**src/slic_map.vh**
```
// Purpose: Shared constants of the status LED indicator controller.
// Assumes: 125 MHz system clock.
// Notes:   Definitions only; included by its bare name.
`ifndef SLIC_MAP_VH
`define SLIC_MAP_VH

// Clock rate in kHz, so that ms times times this give cycles
`define SLIC_CLK_KHZ       125000
// Fast blink half period in ms
`define SLIC_FAST_HALF_MS  125
// Flash on time in ms
`define SLIC_FLASH_MS      20
// Derived cycle counts
`define SLIC_FAST_HALF_CYC (`SLIC_FAST_HALF_MS * `SLIC_CLK_KHZ)
`define SLIC_FLASH_CYC     (`SLIC_FLASH_MS * `SLIC_CLK_KHZ)
// Slow half period is this many fast half periods, minus one
`define SLIC_SLOW_RATIO_M1 2'h3

// Channel count and colours per LED
`define SLIC_NUM_CH        1
`define SLIC_COLOURS       2

// Counter width and its constants
`define SLIC_CNT_W         32
`define SLIC_CNT_ZERO      32'h0
`define SLIC_CNT_ONE       32'h1

// Running sequence positions
`define SLIC_RUN_PWR_G     4'h0
`define SLIC_RUN_PWR_Y     4'h1
`define SLIC_RUN_TRF0      4'h2
`define SLIC_RUN_ONE       4'h1

// LED pattern codes; colour A is green (power) or yellow (traffic)
`define SLIC_PAT_OFF       4'h0
`define SLIC_PAT_ON_A      4'h1
`define SLIC_PAT_ON_B      4'h2
`define SLIC_PAT_SBLINK_A  4'h3
`define SLIC_PAT_SBLINK_B  4'h4
`define SLIC_PAT_FBLINK_A  4'h5
`define SLIC_PAT_FBLINK_B  4'h6
`define SLIC_PAT_SWAVER    4'h7
`define SLIC_PAT_FWAVER    4'h8

`endif

```
**src/slic_flash.v**
```verilog
// Purpose: Retriggerable pulse stretcher for one LED colour flash.
// Assumes: trig is a one-cycle event on sys_clk.
// Notes:   A new event reloads the count, so close events merge.
`timescale 1ns/100ps
`include "slic_map.vh"

module slic_flash #(
    parameter [`SLIC_CNT_W-1:0] FLASH_CYC = `SLIC_FLASH_CYC
) (
    // Clock, reset, enable
    input  wire sys_clk,
    input  wire rst_b,
    input  wire clk_en,
    // Event in
    input  wire trig,
    // Stretched flash out
    output wire lit
);

    reg [`SLIC_CNT_W-1:0] cnt_q; // Remaining on time

    // Load on event, else count down to zero
    always @(posedge sys_clk or negedge rst_b) begin
        if (!rst_b) begin
            cnt_q <= `SLIC_CNT_ZERO;
        end else if (clk_en) begin
            if (trig) begin
                // Reload wins over expiry
                cnt_q <= FLASH_CYC;
            end else if (cnt_q != `SLIC_CNT_ZERO) begin
                cnt_q <= cnt_q - `SLIC_CNT_ONE;
            end
        end
    end

    // Lit while time remains
    assign lit = (cnt_q != `SLIC_CNT_ZERO);

endmodule

```
**src/slic_ctrl.v**
```verilog
// Purpose: Status LED indicator controller: power LED and per channel
//          traffic LED patterns from device and bus status.
// Assumes: All status inputs come from logic on sys_clk; events are
//          one-cycle pulses.
// Notes:   LED outputs are registered and active high.
// Notes on behaviour
// - Slow blink has equal on and off
// - Fast blink is equal duty, faster
// - Flash is short pulse; repeats merge
// - Slow waver swaps colours at slow rate
// - Fast waver swaps colours at fast rate
// - Running lights each colour in turn
// - Configured and healthy: power steady green
// - Unconfigured: power slow yellow, traffic off
// - Config fault: power and traffic slow waver
// - Low supply: power waver, traffic slow yellow
// - Idle channel keeps traffic LED off
// - Yellow flash per frame, red per error
// - Firmware update fast blinks all traffic yellow
// - Error passive fast blinks traffic red
// - Overrun holds red until bus off
// - Device error lights all traffic red
// - Running script may override any LED
// - One traffic LED per channel
`timescale 1ns/100ps
`include "slic_map.vh"

module slic_ctrl #(
    parameter [`SLIC_CNT_W-1:0] FAST_HALF_CYC = `SLIC_FAST_HALF_CYC,
    parameter [`SLIC_CNT_W-1:0] FLASH_CYC     = `SLIC_FLASH_CYC
) (
    // Clock, reset, enable
    input  wire                        sys_clk,
    input  wire                        rst_b,
    input  wire                        clk_en,
    // Device status
    input  wire                        usb_configured,
    input  wire                        fw_update,
    input  wire                        fw_cfg_error,
    input  wire                        low_supply,
    input  wire                        device_error,
    input  wire                        run_pattern,
    // Per channel bus status
    input  wire [`SLIC_NUM_CH-1:0]     frame_event,
    input  wire [`SLIC_NUM_CH-1:0]     error_frame_event,
    input  wire [`SLIC_NUM_CH-1:0]     error_passive,
    input  wire [`SLIC_NUM_CH-1:0]     overrun_event,
    input  wire [`SLIC_NUM_CH-1:0]     bus_off,
    // Script override
    input  wire                        script_running,
    input  wire                        script_pwr_en,
    input  wire [3:0]                  script_pwr_pat,
    input  wire [`SLIC_NUM_CH-1:0]     script_trf_en,
    input  wire [4*`SLIC_NUM_CH-1:0]   script_trf_pat,
    // LED drive
    output wire                        power_indicator_green,
    output wire                        power_indicator_yellow,
    output wire [`SLIC_NUM_CH-1:0]     traffic_yellow,
    output wire [`SLIC_NUM_CH-1:0]     traffic_red,
    // Status readback
    output wire [`SLIC_NUM_CH-1:0]     overrun_held
);

    // Last running sequence position
    localparam [3:0] RUN_LAST = `SLIC_RUN_TRF0
                              + `SLIC_NUM_CH * `SLIC_COLOURS - `SLIC_RUN_ONE;

    // Divider state
    reg [`SLIC_CNT_W-1:0]  div_q;       // Cycles into fast half period
    reg                    fast_ph_q;   // Fast blink phase
    reg [1:0]              slow_cnt_q;  // Fast halves into slow half
    reg                    slow_ph_q;   // Slow blink phase
    reg [3:0]              run_q;       // Running sequence position

    // Channel state
    reg [`SLIC_NUM_CH-1:0] ovr_q;       // Overrun latch
    wire [`SLIC_NUM_CH-1:0] flash_y;    // Yellow flash active
    wire [`SLIC_NUM_CH-1:0] flash_r;    // Red flash active

    // Output registers and next values
    reg                    pwr_g_q;
    reg                    pwr_y_q;
    reg [`SLIC_NUM_CH-1:0] trf_y_q;
    reg [`SLIC_NUM_CH-1:0] trf_r_q;
    reg                    pwr_g_d;
    reg                    pwr_y_d;
    reg [`SLIC_NUM_CH-1:0] trf_y_d;
    reg [`SLIC_NUM_CH-1:0] trf_r_d;

    // End of a fast half period
    wire fast_end = (div_q == FAST_HALF_CYC - `SLIC_CNT_ONE);

    // Map a pattern code and phases to {colour B, colour A}
    function [1:0] pat_drive;
        input [3:0] pat;
        input       slow_ph;
        input       fast_ph;
        begin
            case (pat)
                `SLIC_PAT_OFF:      pat_drive = 2'h0;
                `SLIC_PAT_ON_A:     pat_drive = 2'h1;
                `SLIC_PAT_ON_B:     pat_drive = 2'h2;
                // Equal on and off halves
                `SLIC_PAT_SBLINK_A: pat_drive = {1'b0, slow_ph};
                `SLIC_PAT_SBLINK_B: pat_drive = {slow_ph, 1'b0};
                // Faster, still equal halves
                `SLIC_PAT_FBLINK_A: pat_drive = {1'b0, fast_ph};
                `SLIC_PAT_FBLINK_B: pat_drive = {fast_ph, 1'b0};
                // Second colour fills the off half
                `SLIC_PAT_SWAVER:   pat_drive = {~slow_ph, slow_ph};
                `SLIC_PAT_FWAVER:   pat_drive = {~fast_ph, fast_ph};
                // Unknown codes stay dark
                default:            pat_drive = 2'h0;
            endcase
        end
    endfunction

    // Single free-running divider for all blink phases
    always @(posedge sys_clk or negedge rst_b) begin
        if (!rst_b) begin
            div_q      <= `SLIC_CNT_ZERO;
            fast_ph_q  <= 1'b0;
            slow_cnt_q <= 2'h0;
            slow_ph_q  <= 1'b0;
            run_q      <= `SLIC_RUN_PWR_G;
        end else if (clk_en) begin
            if (fast_end) begin
                // Fast phase flips each half period
                div_q     <= `SLIC_CNT_ZERO;
                fast_ph_q <= ~fast_ph_q;
                // Slow phase flips on a whole number of fast halves
                if (slow_cnt_q == `SLIC_SLOW_RATIO_M1) begin
                    slow_cnt_q <= 2'h0;
                    slow_ph_q  <= ~slow_ph_q;
                end else begin
                    slow_cnt_q <= slow_cnt_q + 2'h1;
                end
                // Running sequence steps at the fast rate
                if (run_q == RUN_LAST) begin
                    run_q <= `SLIC_RUN_PWR_G;
                end else begin
                    run_q <= run_q + `SLIC_RUN_ONE;
                end
            end else begin
                div_q <= div_q + `SLIC_CNT_ONE;
            end
        end
    end

    // Overrun latch per channel
    always @(posedge sys_clk or negedge rst_b) begin
        if (!rst_b) begin
            ovr_q <= {`SLIC_NUM_CH{1'b0}};
        end else if (clk_en) begin
            // Set wins over a bus off in the same cycle
            ovr_q <= overrun_event | (ovr_q & ~bus_off);
        end
    end

    assign overrun_held = ovr_q;

    // Flash stretchers, one pair per channel
    genvar gi;
    generate
        for (gi = 0; gi < `SLIC_NUM_CH; gi = gi + 1) begin : g_ch
            // Frame sent or received
            slic_flash #(
                .FLASH_CYC (FLASH_CYC)
            ) u_flash_y (
                .sys_clk (sys_clk),
                .rst_b   (rst_b),
                .clk_en  (clk_en),
                .trig    (frame_event[gi]),
                .lit     (flash_y[gi])
            );
            // Error frame received
            slic_flash #(
                .FLASH_CYC (FLASH_CYC)
            ) u_flash_r (
                .sys_clk (sys_clk),
                .rst_b   (rst_b),
                .clk_en  (clk_en),
                .trig    (error_frame_event[gi]),
                .lit     (flash_r[gi])
            );
        end
    endgenerate

    // Power LED selection
    always @* begin
        pwr_g_d = 1'b0;
        pwr_y_d = 1'b0;
        if (script_running && script_pwr_en) begin
            // Script pattern replaces the default
            {pwr_y_d, pwr_g_d} = pat_drive(script_pwr_pat,
                                           slow_ph_q, fast_ph_q);
        end else if (run_pattern) begin
            // One colour at a time
            pwr_g_d = (run_q == `SLIC_RUN_PWR_G);
            pwr_y_d = (run_q == `SLIC_RUN_PWR_Y);
        end else if (fw_cfg_error) begin
            {pwr_y_d, pwr_g_d} = pat_drive(`SLIC_PAT_SWAVER,
                                           slow_ph_q, fast_ph_q);
        end else if (low_supply) begin
            {pwr_y_d, pwr_g_d} = pat_drive(`SLIC_PAT_SWAVER,
                                           slow_ph_q, fast_ph_q);
        end else if (!usb_configured) begin
            {pwr_y_d, pwr_g_d} = pat_drive(`SLIC_PAT_SBLINK_B,
                                           slow_ph_q, fast_ph_q);
        end else begin
            // Healthy and configured
            pwr_g_d = 1'b1;
        end
    end

    // Traffic LED selection, one per channel
    integer ch;
    always @* begin
        trf_y_d = {`SLIC_NUM_CH{1'b0}};
        trf_r_d = {`SLIC_NUM_CH{1'b0}};
        for (ch = 0; ch < `SLIC_NUM_CH; ch = ch + 1) begin
            if (script_running && script_trf_en[ch]) begin
                // Script has first claim
                {trf_r_d[ch], trf_y_d[ch]} = pat_drive(script_trf_pat[4*ch +: 4],
                                                       slow_ph_q, fast_ph_q);
            end else if (run_pattern) begin
                // Yellow then red of each channel in turn
                trf_y_d[ch] = (run_q == `SLIC_RUN_TRF0 + ch[3:0] * 4'h2);
                trf_r_d[ch] = (run_q == `SLIC_RUN_TRF0 + ch[3:0] * 4'h2
                                        + `SLIC_RUN_ONE);
            end else if (fw_update) begin
                // All channels together, same phase
                {trf_r_d[ch], trf_y_d[ch]} = pat_drive(`SLIC_PAT_FBLINK_A,
                                                       slow_ph_q, fast_ph_q);
            end else if (fw_cfg_error) begin
                {trf_r_d[ch], trf_y_d[ch]} = pat_drive(`SLIC_PAT_SWAVER,
                                                       slow_ph_q, fast_ph_q);
            end else if (low_supply) begin
                {trf_r_d[ch], trf_y_d[ch]} = pat_drive(`SLIC_PAT_SBLINK_A,
                                                       slow_ph_q, fast_ph_q);
            end else if (!usb_configured) begin
                // Dark until configured
                trf_y_d[ch] = 1'b0;
            end else if (device_error) begin
                // All red together
                trf_r_d[ch] = 1'b1;
            end else if (ovr_q[ch]) begin
                // Held red, traffic cannot clear it
                trf_r_d[ch] = 1'b1;
            end else if (error_passive[ch]) begin
                {trf_r_d[ch], trf_y_d[ch]} = pat_drive(`SLIC_PAT_FBLINK_B,
                                                       slow_ph_q, fast_ph_q);
            end else if (flash_y[ch] || flash_r[ch]) begin
                // Event flashes
                trf_y_d[ch] = flash_y[ch];
                trf_r_d[ch] = flash_r[ch];
            end else begin
                // Idle bus
                trf_y_d[ch] = 1'b0;
            end
        end
    end

    // LED output registers
    always @(posedge sys_clk or negedge rst_b) begin
        if (!rst_b) begin
            pwr_g_q <= 1'b0;
            pwr_y_q <= 1'b0;
            trf_y_q <= {`SLIC_NUM_CH{1'b0}};
            trf_r_q <= {`SLIC_NUM_CH{1'b0}};
        end else if (clk_en) begin
            pwr_g_q <= pwr_g_d;
            pwr_y_q <= pwr_y_d;
            trf_y_q <= trf_y_d;
            trf_r_q <= trf_r_d;
        end
    end

    // Drive pins from registers
    assign power_indicator_green  = pwr_g_q;
    assign power_indicator_yellow = pwr_y_q;
    assign traffic_yellow         = trf_y_q;
    assign traffic_red            = trf_r_q;

endmodule

```
**config.mk**
```make
export PLATFORM = sky130hd
export DESIGN_NAME = slic_ctrl
export DESIGN_NICKNAME = d
export VERILOG_FILES = /design/src/slic_flash.v /design/src/slic_ctrl.v
export VERILOG_INCLUDE_DIRS = /design/src
export SDC_FILE = /design/constraint.sdc
export NUM_CORES = 1
export LEC_CHECK = 0
export BUFFER_PORTS_ARGS = -buffer_cell sky130_fd_sc_hd__buf_2
export CAP_MARGIN = 5
export CORE_MARGIN = 1.5
export CORE_UTILIZATION = 45
export CTS_CLUSTER_DIAMETER = 100
export DETAILED_ROUTE_END_ITERATION = 10
export GPL_ROUTABILITY_DRIVEN = 0
export PLACE_DENSITY_LB_ADDON = 0.15
export SLEW_MARGIN = 20
export SYNTH_ARGS = -nofsm -noshare
export SYNTH_HDL_FRONTEND = slang
export SYNTH_SLANG_ARGS = --single-unit
export TNS_END_PERCENT = 5
```
**constraint.sdc**
```tcl
create_clock -name sys_clk -period 3 [get_ports sys_clk]
set_input_delay 0.6 -clock sys_clk [delete_from_list [all_inputs] [get_ports sys_clk]]
set_output_delay 0.6 -clock sys_clk [all_outputs]
set_load 0.01 [all_outputs]
```
== After elaboration in Yosys (flattened, before gate mapping) ==
Index checks and enable logic that the tools add are counted.
W data, S select, Z words.

* Flip-flop bits (word level): 109
* Output and inout bits: 5
* Logic and storage cells: 94

* $add $sub $neg: 5
* Equality and inequality tests: 21
* Mux-type cells: 39
* Bitwise operators: 5
* Reductions and logical operators: 12

{| class="wikitable"
|+ Operators by type and width
! cell !! number
|-
| $mux W32 || 5
|-
| $reduce_bool A32 Y1 || 2
|-
| $sub A32 B1 Y32 const B || 2
|-
| $add A32 B1 Y32 const B || 1
|-
| $eq A32 B24 Y1 const B || 1
|-
| $eq A4 B3 Y1 const B || 8
|-
| $pmux W2 S8 || 2
|-
| $mux W1 || 30
|-
| $eq A4 B2 Y1 const B || 6
|-
| $eq A4 B1 Y1 const B || 3
|-
| $eq A4 B4 Y1 const B || 2
|-
| $reduce_and A2 Y1 || 3
|-
| $add A4 B1 Y4 const B || 1
|-
| $logic_not A4 Y1 || 1
|-
| $mux W4 || 1
|-
| $reduce_bool A2 Y1 || 2
|-
| $not A1 Y1 || 3
|-
| $reduce_and A3 Y1 || 1
|-
| $add A2 B1 Y2 const B || 1
|-
| $eq A2 B2 Y1 const B || 1
|-
| $logic_and A1 B1 Y1 || 2
|-
| $mux W2 || 1
|-
| $and A1 B1 Y1 || 1
|-
| $logic_or A1 B1 Y1 || 1
|-
| $or A1 B1 Y1 || 1
|}

== Longest topological paths before layout ==
Gate-level depths: netlist of run 1.

* Depth after elaboration: 12
* Gate-level depth with buffers: 9

== Hierarchy ==
A second synthesis of run 1 with hierarchy kept.

* Cell total of the unflattened synthesis: 707
* Area total of the unflattened synthesis: 6503.7 sq um

{| class="wikitable"
|+ Modules (own cells, without submodules)
! module !! instances !! cells an instance !! area an instance (sq um) !! sequential area each (sq um)
|-
| slic_ctrl || 1 || 278 || 2655.0 || 1126.1
|-
| slic_flash (g_ch[0].u_flash_r) || 1 || 221 || 1944.4 || 800.8
|-
| slic_flash (g_ch[0].u_flash_y) || 1 || 208 || 1904.3 || 800.8
|}

== Least setup slack after synthesis of run 1 ==
OpenSTA, ideal clock, no wires.

* Kind: reg2reg
* Start: reg g_ch[0].u_flash_y.cnt_q[10]
* End: reg g_ch[0].u_flash_y.cnt_q[0]
* Data arrival time: 2.435 ns
* Required time: 2.875 ns
* Setup slack: 0.440 ns
* Stages on the path, launching flop included: 8
* Buffers on the path: 2
* Cells stage by stage: dfrtp_1 -> or4_4 -> or4b_4 -> buf_6 -> or3_4 -> buf_6 -> nand2_4 -> mux2_2

* Word-level cells in the longest chain between the ends: 3

{| class="wikitable"
|+ RTL lines
! item !! RTL line !! RTL
|-
| from (decl) || slic_flash.v:20 || <nowiki>reg [`SLIC_CNT_W-1:0] cnt_q;</nowiki>
|-
| from (signal assigned) || slic_flash.v:25 || <nowiki>cnt_q <= `SLIC_CNT_ZERO;</nowiki>
|-
| from (signal assigned) || slic_flash.v:31 || <nowiki>cnt_q <= cnt_q - `SLIC_CNT_ONE;</nowiki>
|-
| $reduce_bool A32 Y1 (no source line) || - ||
|-
| $reduce_bool A2 Y1 (no source line) || - ||
|-
| $reduce_and A2 Y1 (no source line) || - ||
|}

No other way between the ends.
A chain may end at the register's enable or synchronous reset.

== Worst setup path after layout of run 1 ==
* Start: reg g_ch[0].u_flash_y.cnt_q[10]
* End: reg g_ch[0].u_flash_y.cnt_q[5]

The elaborated chain is that of the path after synthesis.

==> results.toml, run 1 <==
[floorplan]
die_x_um = 122
initial_core_util_pct = 46.0
ios = 30
rows = 43
die_h_um = 122
die_area_mm2 = 0.0148
core_area_mm2 = 0.0138

[logic_synthesis]
synth_warnings = 0
synthCells = 692
postSynth.asyncResetShare_pct = 100
synth_top_area_cell = "dfrtp_1"
synthFlopType = "dfrtp_1"
ys_seq_elements = 109
synth_cell_types = 67
synth_xor_area_share_pct = 4.82
synthesis.nets = 727
mappedNetlistArea_mm2 = 0.00635
synth-compound-area-share_pct = 14.2
synth_top_area_share_pct = 42.9
synth_edf_count = 0
synthTopCellsByArea = "dfrtp_1 43%, nand3_1 3.2%, a21oi_1 3.2%"
synthSimpleGateAreaFrac_pct = 31.3
synth_sequential_area_ratio_pct = 42.9
synth_top_family_by_area = "simple AND/OR/NAND/NOR gates"
synth_fa_ha_area_share_pct = 1.97
muxShareOfSynthArea_pct = 1.36
avgSynthCellArea_um2 = 9.18

[grt]
grt_pass1_vias = 5407
grt_first_pass_wirelength_mm = 25.5
grt_overflow = 0
grt_usage_pct = 21.3
antenna_found_initial = 1
grt_max_degree = 53

[setup_path]
crit_required_ps = 3230
cp-end-kind = "register"
cp.arrival_ps = 2870
worstSetupPathType = "register to register"
crit_path_max_fanout = 14
startpoint_type = "register"

[cells_and_area]
multi_input_area_mm2 = 0.00342
area_growth_pct = 11.2
layout.nets = 757
finalInstanceArea_mm2 = 0.00707
drive_above_1_share_pct = 12.1
register_area_mm2 = 0.00273
mostFrequentLayoutCell = "dfrtp_1"
fillerInstances = 1243
final_cell_mix = "109 x dfrtp_1, 53 x nor2_1, 42 x nand2_1, 41 x nand3_1, 40 x a21oi_1"

[timing]
fmax_mhz = 380
tns_ps = 0
worst_pin_slew_ps = 706
slew_headroom_pct = 52.9
final_max_slew_viol_count = 0
grt_setup_unrepaired = "no"
period_share_pct = 87.7
finalHoldViolCount = 0
timing.hold.ws_ps = 293
skew_ps = 11.5
finalSetupViolCount = 0
fin_crit_ps = 2630

[drt]
ant_nets = 0
drt_wl_total_mm = 14.7
dr_total_vias = 5488
drcViolationCount = 0
wl_met1_mm = 7.15
viasPerCell = 6.04
wl_met2_mm = 6.81
first_pass_iters = 5
drt_iter0_drc = 332
dr_wl_met3_um = 518
topRoutingLayerUsed = "met4"
wl_per_cell_um = 16.2

[clocking]
cts_tree = "built"
cts-root-buf = "clkbuf_16"
cts_resized = 0
clk_pin_slew_ps = 80
cts_sinks = 109
numCtsBuffers = 9
clk_latency_ps = 360
post_cts.repair.setup_buffers = 0
cts_hold_buf = 0
clk_path_buf_depth = 2
ctsHtreeMaxLevel = 3

[min_path]
hold_path_class = "input pin to asynchronous set/reset pin"

[place]
place_area_mm2 = 0.00678
hpwl_mm = 10.4
portBuffers = 29

[power]
p_leak_nw = 2.87
peakVddDrop_uv = 308
powerDensity_mw_per_mm2 = 479

[job]
cap_violations = 0

[outcome]
status = "finished clean"
[state kept, by name (all words and copies together) (netlist names)]
name / count
overrun_held: 1
fast_ph_q: 1
traffic_yellow: 1
power_indicator_green: 1
div_q: 32
power_indicator_yellow: 1
traffic_red: 1
g_ch.u_flash_y.cnt_q: 32
slow_ph_q: 1
g_ch.u_flash_r.cnt_q: 32
slow_cnt_q: 2
run_q: 4
[metal layers]
layer / track usage [%] / up-vias
met2: 34.2 / 116
met3: 3.89 / 18
met5: 0 / -
li1: - / 2687
met4: 6.84 / 0
met1: 29.3 / 2667
[cells in the mapped netlist (4+ instances only)]
library cell  count
a31oi_1           5
nand3_1          41
or4_1            20
o2bb2ai_1         4
nor2b_1           5
nor3_1           29
nand2_1          42
nor4b_1           5
nand4_1          24
mux2_2            4
xnor2_1          20
or3_1            30
buf_2             5
inv_1            18
o41ai_1          10
ha_1             10
and4_1            9
dfrtp_1         109
o31ai_1          16
nor3b_1           7
nand4b_1          6
nand2b_1          8
nor2_1           53
o21ai_0          36
xor2_1           15
nor4_1           14
a21oi_1          40
nand3b_1          6
o211ai_1          7
and3_1           14
clkbuf_1         22
[path summary, 6_finish.rpt]
check,from,to,slack (ps),cells after the start
min in group sys_clk,div_q[31],div_q[31],470,1
hold reg to reg,div_q[31],div_q[31],470,1
setup / recovery,g_ch[0].u_flash_y.cnt_q[10],g_ch[0].u_flash_y.cnt_q[5],370,5
max in group asynchronous,rst_b,slow_cnt_q[1],2090,2
hold / removal,rst_b,g_ch[0].u_flash_r.cnt_q[31],290,1
setup reg to reg,g_ch[0].u_flash_y.cnt_q[10],g_ch[0].u_flash_y.cnt_q[5],370,5
[layout make-up]
| cell class | instances | share of cell area, % |
|---|---|---|
| Multi-Input combinational cell | 533 | 48.5 |
| Clock buffer | 10 | 3.38 |
| Sequential cell | 109 | 38.6 |
| Inverter | 18 | 0.956 |
| Clock inverter | 6 | 0.620 |
| Antenna cell | 1 | 0.0354 |
| Timing Repair Buffer | 51 | 4.78 |
| Tap cell | 180 | 3.19 |
[kinds of logic (layout without fill, tap and decap cells)]
family / after synthesis / count (layout)
AO/OA/AOI/OAI: 141 / 141
multiplexers: 8 / 8
adder cells (fa/ha/maj): 10 / 10
AND/OR/NAND/NOR: 339 / 339
flip-flops: 109 / 109
other: 0 / 1
XOR/XNOR: 35 / 35
buffers and inverters: 50 / 85
[report_power, final]
group	internal (mW)	switching [mW]
Sequential	1.58	0.147
Combinational	0.212	0.283
Clock	0.593	0.568
Total	2.39	0.998
[metrics by stage]
stage | utilization [%] | power, mW | std cells | setup WS, ps
floorplan | - | 2.06 | 692 | 440
global placement | 49.1 | 2.23 | 891 | 474
global route | 51.1 | 3.58 | 907 | 226
finish | 51.1 | 3.39 | 908 | 369
CTS | 51.1 | 3.42 | 907 | 387
detailed placement | 49.1 | 2.25 | 891 | 383
[worst max-delay path, cell delays in order (launching register included)]
cell and delay, ps:
dfrtp_1 410, or4_4 570, or4b_4 560, nor4_4 660
or4b_2 240, nand3_1 70
(Power assumes the default switching activity.)
==> inputs of run 2 (changes only) <==
- PLACE_DENSITY: not set -> 0.67
- PLACE_DENSITY_LB_ADDON: 0.15 -> not set
==> run 2 against run 1 <==
  * Sequential power barely moved
  * Count of clock-buffer cells in the layout fell by 1
  * Cell count fell by 0.44%
==> results.toml, run 2 (synthesized netlist as in run 1, its figures left out) <==
[place]
place_area_mm2 = 0.00675
hpwl_mm = 10.3
dp_slack_ps = 415
portBuffers = 29

[floorplan]
core_area_mm2 = 0.0138
rows = 43
initial_core_util_pct = 46.0
die_area_mm2 = 0.0148
ios = 30
die_x_um = 122
die_h_um = 122

[cells_and_area]
final_cell_mix = "109 x dfrtp_1, 53 x nor2_1, 42 x nand2_1, 41 x nand3_1, 40 x a21oi_1"
layout.nets = 754
finalInstanceArea_mm2 = 0.00705
drive_above_1_share_pct = 11.7
top_regs = "div_q: 32 flops, g_ch.u_flash_r.cnt_q: 32 flops, g_ch.u_flash_y.cnt_q: 32 flops"
utilization_pct = 51.0
mostFrequentLayoutCell = "dfrtp_1"
diodes = 0
area_growth_pct = 11.0

[timing]
timing.hold.ws_ps = 304
finalHoldViolCount = 0
final_max_slew_viol_count = 0
fmax_mhz = 379
tns_ps = 0
worst_pin_slew_ps = 815
finalSetupViolCount = 0
slew_headroom_pct = 45.6
period_share_pct = 88.0
setup_ws_ps = 361
skew_ps = 11.9
fin_crit_ps = 2640
grt_setup_unrepaired = "no"

[clocking]
clk_pin_slew_ps = 70
cts_hold_buf = 0
cts_tree = "built"
cts_resized = 0
cts_sinks = 109
post_cts.repair.setup_buffers = 0
numCtsBuffers = 9
cts-root-buf = "clkbuf_16"
clk_path_buf_depth = 2
ctsHtreeMaxLevel = 3
clk_latency_ps = 370

[grt]
met2_usage_pct = 33.7
grt_usage_pct = 20.7
antenna_found_initial = 0
grt_first_pass_wirelength_mm = 24.7
grt_util_met1_pct = 27.8
use_met3_pct = 4.68
grt_pass1_vias = 5147
grt_max_degree = 64
grt_busiest_layer = "met2"
grt_overflow = 0

[setup_path]
slowest_delay_ps = 610
startpoint_type = "register"
crit_required_ps = 3240
cp.arrival_ps = 2880
r2r.worst_path.cells = 5
worstSetupPathType = "register to register"
crit_chain = "nor4_1 > nand4_1 > nor4_4 > nor3_1 > or3b_2"
cp-end-kind = "register"
crit_path_max_fanout = 12
critPathSlowestCell = "nor4_4"

[drt]
ant_nets = 0
dr_total_vias = 5462
first_pass_iters = 4
drcViolationCount = 0
viasPerCell = 6.04
drt_iter0_drc = 302
drt_wl_total_mm = 14.6
wl_per_cell_um = 16.1

[power]
powerDensity_mw_per_mm2 = 490
peakVddDrop_uv = 320
p_leak_nw = 2.86

[job]
cap_violations = 0

[min_path]
hold_path_class = "input pin to asynchronous set/reset pin"

[outcome]
status = "finished clean"
## run 2: cell count changes in the layout (fill, tap and decap cells not counted), sizes merged
cell | before | now
buf | 51 | 48
bufinv | 0 | 1
clkbuf | 10 | 9
clkinv | 2 | 1
diode | 1 | 0
inv | 21 | 22
## run 2: area by class of cell
| type | count | area, µm² |
|---|---|---|
| Inverter | 18 | 67.6 |
| Clock inverter | 7 | 77.6 |
| Multi-Input combinational cell | 533 | 3420 |
| Timing Repair Buffer | 48 | 303 |
| Clock buffer | 9 | 225 |
| Fill cell | 1268 | 6780 |
| Sequential cell | 109 | 2730 |
| Tap cell | 180 | 225 |
## run 2: worst paths after layout
kind                                                   from                     endpoint  slack, ps
worst max-delay path            g_ch[0].u_flash_r.cnt_q[12]  g_ch[0].u_flash_r.cnt_q[13]        360
max in group asynchronous                             rst_b  g_ch[0].u_flash_r.cnt_q[25]       1970
worst max register to register  g_ch[0].u_flash_r.cnt_q[12]  g_ch[0].u_flash_r.cnt_q[13]        360
worst min-delay path                                  rst_b                  traffic_red        300
min in group sys_clk                              div_q[31]                    div_q[31]        480
worst min register to register                    div_q[31]                    div_q[31]        480
## run 2: power by group
| part | total (mW) | internal (mW) | switching, mW |
|---|---|---|---|
| sequential | 1.73 | 1.58 | 0.150 |
| clock | 1.23 | 0.658 | 0.576 |
| combinational | 0.485 | 0.203 | 0.282 |
## run 2: metal layers
layer	up-vias	wire, µm
li1	2681	-
met1	2670	6890
met2	96	7010
met3	15	515
met4	0	148
met5	-	0
## run 2: through the flow
stage,power [mW],cells
floorplan,2.06,692
global placement,2.22,888
detailed placement,2.24,888
CTS,3.48,904
global route,3.63,904
finish,3.45,904
## run 2: worst max-delay path, delay by kind of cell (launching register included)
kind	cells	cell delay (ps)
AND/OR/NAND/NOR	5	2100
flip-flops	1	420
==> inputs of run 3 (changes only) <==
- RECOVER_POWER: not set -> 100
==> run 3 against run 2 <==
  * Via count grew 0.44%
  * Die area unchanged
  * The flow now finishes with violations (max-capacitance violations, max-slew violations)
  * Count of clock-buffer cells in the layout stayed put
  * Fmax decreased by 7.1%
  * Non-clock buffer count unchanged
  * Sequential power about the same
  * Critical endpoint is now g_ch[0].u_flash_y.cnt_q[24]
  * Global-route usage did not move
  * Cell area is 1.0% lower
  * Clock skew rose by 1.4 ps
  * Critical path type unchanged
  * Sequential share of layout area rose by 0.40 points
  * Cell count unchanged
  * Largest power group unchanged
==> results.toml, run 3 (synthesized netlist as in run 1, its figures left out) <==
[outcome]
status = "finished with violations"
violations = "max-capacitance violations, max-slew violations"

[setup_path]
crit_required_ps = 3220
rr_startpoint = "g_ch[0].u_flash_y.cnt_q[26]"
worstSetupPathType = "register to register"
path_common_cell = "or4_1"
startpoint_type = "register"
cp.arrival_ps = 3060
r2r.worst_path.cells = 6
slowest_delay_ps = 650
critPathSlowestCell = "clkbuf_1"
crit_chain = "or4_4 > or4_1 > o21ai_1 > clkbuf_1 > or4_1 > a21oi_1"
cp-end-kind = "register"
cp.buffers_inverters = 1
crit_family = "simple AND/OR/NAND/NOR gates"
rrSetupSlack_ps = 160
r2r-end = "g_ch[0].u_flash_y.cnt_q[24]"
crit_path_max_fanout = 21

[drt]
dr_total_vias = 5486
drt_wl_total_mm = 14.6
drcViolationCount = 0
wl_per_cell_um = 16.1
drt_iter0_drc = 300
viasPerCell = 6.07
ant_nets = 0
first_pass_iters = 5

[min_path]
hp-start = "div_q[31]"
hold_end = "div_q[31]"
hold_path_class = "register to register"
hold_depth = 1

[clocking]
cts_tree = "built"
cts-root-buf = "clkbuf_16"
cts_resized = 0
cts_hold_buf = 0
clk_pin_slew_ps = 80
ctsHtreeMaxLevel = 3
post_cts.repair.setup_buffers = 0
clk_latency_ps = 370
cts_sinks = 109
clk_path_buf_depth = 2
numCtsBuffers = 9

[floorplan]
initial_core_util_pct = 46.0
die_h_um = 122
rows = 43
die_area_mm2 = 0.0148
die_x_um = 122
ios = 30
core_area_mm2 = 0.0138

[timing]
finalSetupViolCount = 0
skew_ps = 13.3
period_share_pct = 94.7
fmax_mhz = 352
grt_setup_unrepaired = "no"
worst_pin_slew_ps = 1560
final_max_slew_viol_count = 64
finalHoldViolCount = 0
timing.hold.ws_ps = 476
tns_ps = 0
fin_crit_ps = 2840
slew_headroom_pct = -4.04

[grt]
grt_first_pass_wirelength_mm = 24.7
grt_pass1_vias = 5147
grt_overflow = 0
grt_usage_pct = 20.7
met2_usage_pct = 33.7
grt_max_degree = 64
grt_util_met1_pct = 27.8
use_met3_pct = 4.68
antenna_found_initial = 0
grt_busiest_layer = "met2"

[power]
powerDensity_mw_per_mm2 = 495
p_leak_nw = 2.81
peakVddDrop_uv = 319

[cells_and_area]
drive_above_1_share_pct = 9.67
area_growth_pct = 9.83
stdcell_count = 904
final_cell_mix = "109 x dfrtp_1, 53 x nor2_1, 42 x nand2_1, 41 x nand3_1, 40 x a21oi_1"
diodes = 0
top_regs = "div_q: 32 flops, g_ch.u_flash_r.cnt_q: 32 flops, g_ch.u_flash_y.cnt_q: 32 flops"
layout.nets = 754
mostFrequentLayoutCell = "dfrtp_1"

[place]
hpwl_mm = 10.3
portBuffers = 29
dp.cells = 888

[job]
cap_violations = 1
## run 3: changes by cell type in the layout (fill, tap and decap cells not counted), sizes merged
cell    change
buf        -17
clkbuf     +17
## run 3: final cells by class
| cell class | instances | area [µm²] |
|---|---|---|
| Fill cell | 1275 | 6850 |
| Multi-Input combinational cell | 533 | 3410 |
| Sequential cell | 109 | 2730 |
| Timing Repair Buffer | 48 | 249 |
| Clock buffer | 9 | 225 |
| Tap cell | 180 | 225 |
| Clock inverter | 7 | 77.6 |
| Inverter | 18 | 67.6 |
## run 3: how the worst max path moves through the flow
stage,startpoint,to,slack [ps],depth (start not counted)
floorplan,g_ch[0].u_flash_y.cnt_q[10],g_ch[0].u_flash_y.cnt_q[0],440,7
global placement,g_ch[0].u_flash_y.cnt_q[10],traffic_yellow,440,6
detailed placement,g_ch[0].u_flash_r.cnt_q[14],g_ch[0].u_flash_r.cnt_q[10],420,6
CTS,g_ch[0].u_flash_r.cnt_q[14],g_ch[0].u_flash_r.cnt_q[25],400,6
global route,clk_en,div_q[11],50,6
finish,g_ch[0].u_flash_y.cnt_q[26],g_ch[0].u_flash_y.cnt_q[24],160,6
## run 3: power breakdown
part,total (mW),switching [mW],internal [mW]
registers,1.73,0.151,1.58
logic,0.478,0.281,0.197
clock network,1.24,0.584,0.659
## run 3: worst reg2reg max path, cell delays in order (launching register included)
cell	delay, ps
dfrtp_1	430
or4_4	580
or4_1	590
o21ai_1	150
clkbuf_1	650
or4_1	230
a21oi_1	70
## run 3: per-layer routing
layer	up-vias	wire length, µm
li1	2677	-
met1	2679	6850
met2	112	6950
met3	18	607
met4	0	167
met5	-	0
## run 3: through the flow
stage / utilization [%] / cell area, µm² / total power, mW / setup slack, ps
floorplan: - / 6350 / 2.06 / 440
global placement: 48.8 / 6750 / 2.22 / 437
finish: 50.5 / 6980 / 3.46 / 159
global route: 50.5 / 6980 / 3.63 / 47.1
CTS: 51.0 / 7050 / 3.48 / 404
detailed placement: 48.8 / 6750 / 2.24 / 415
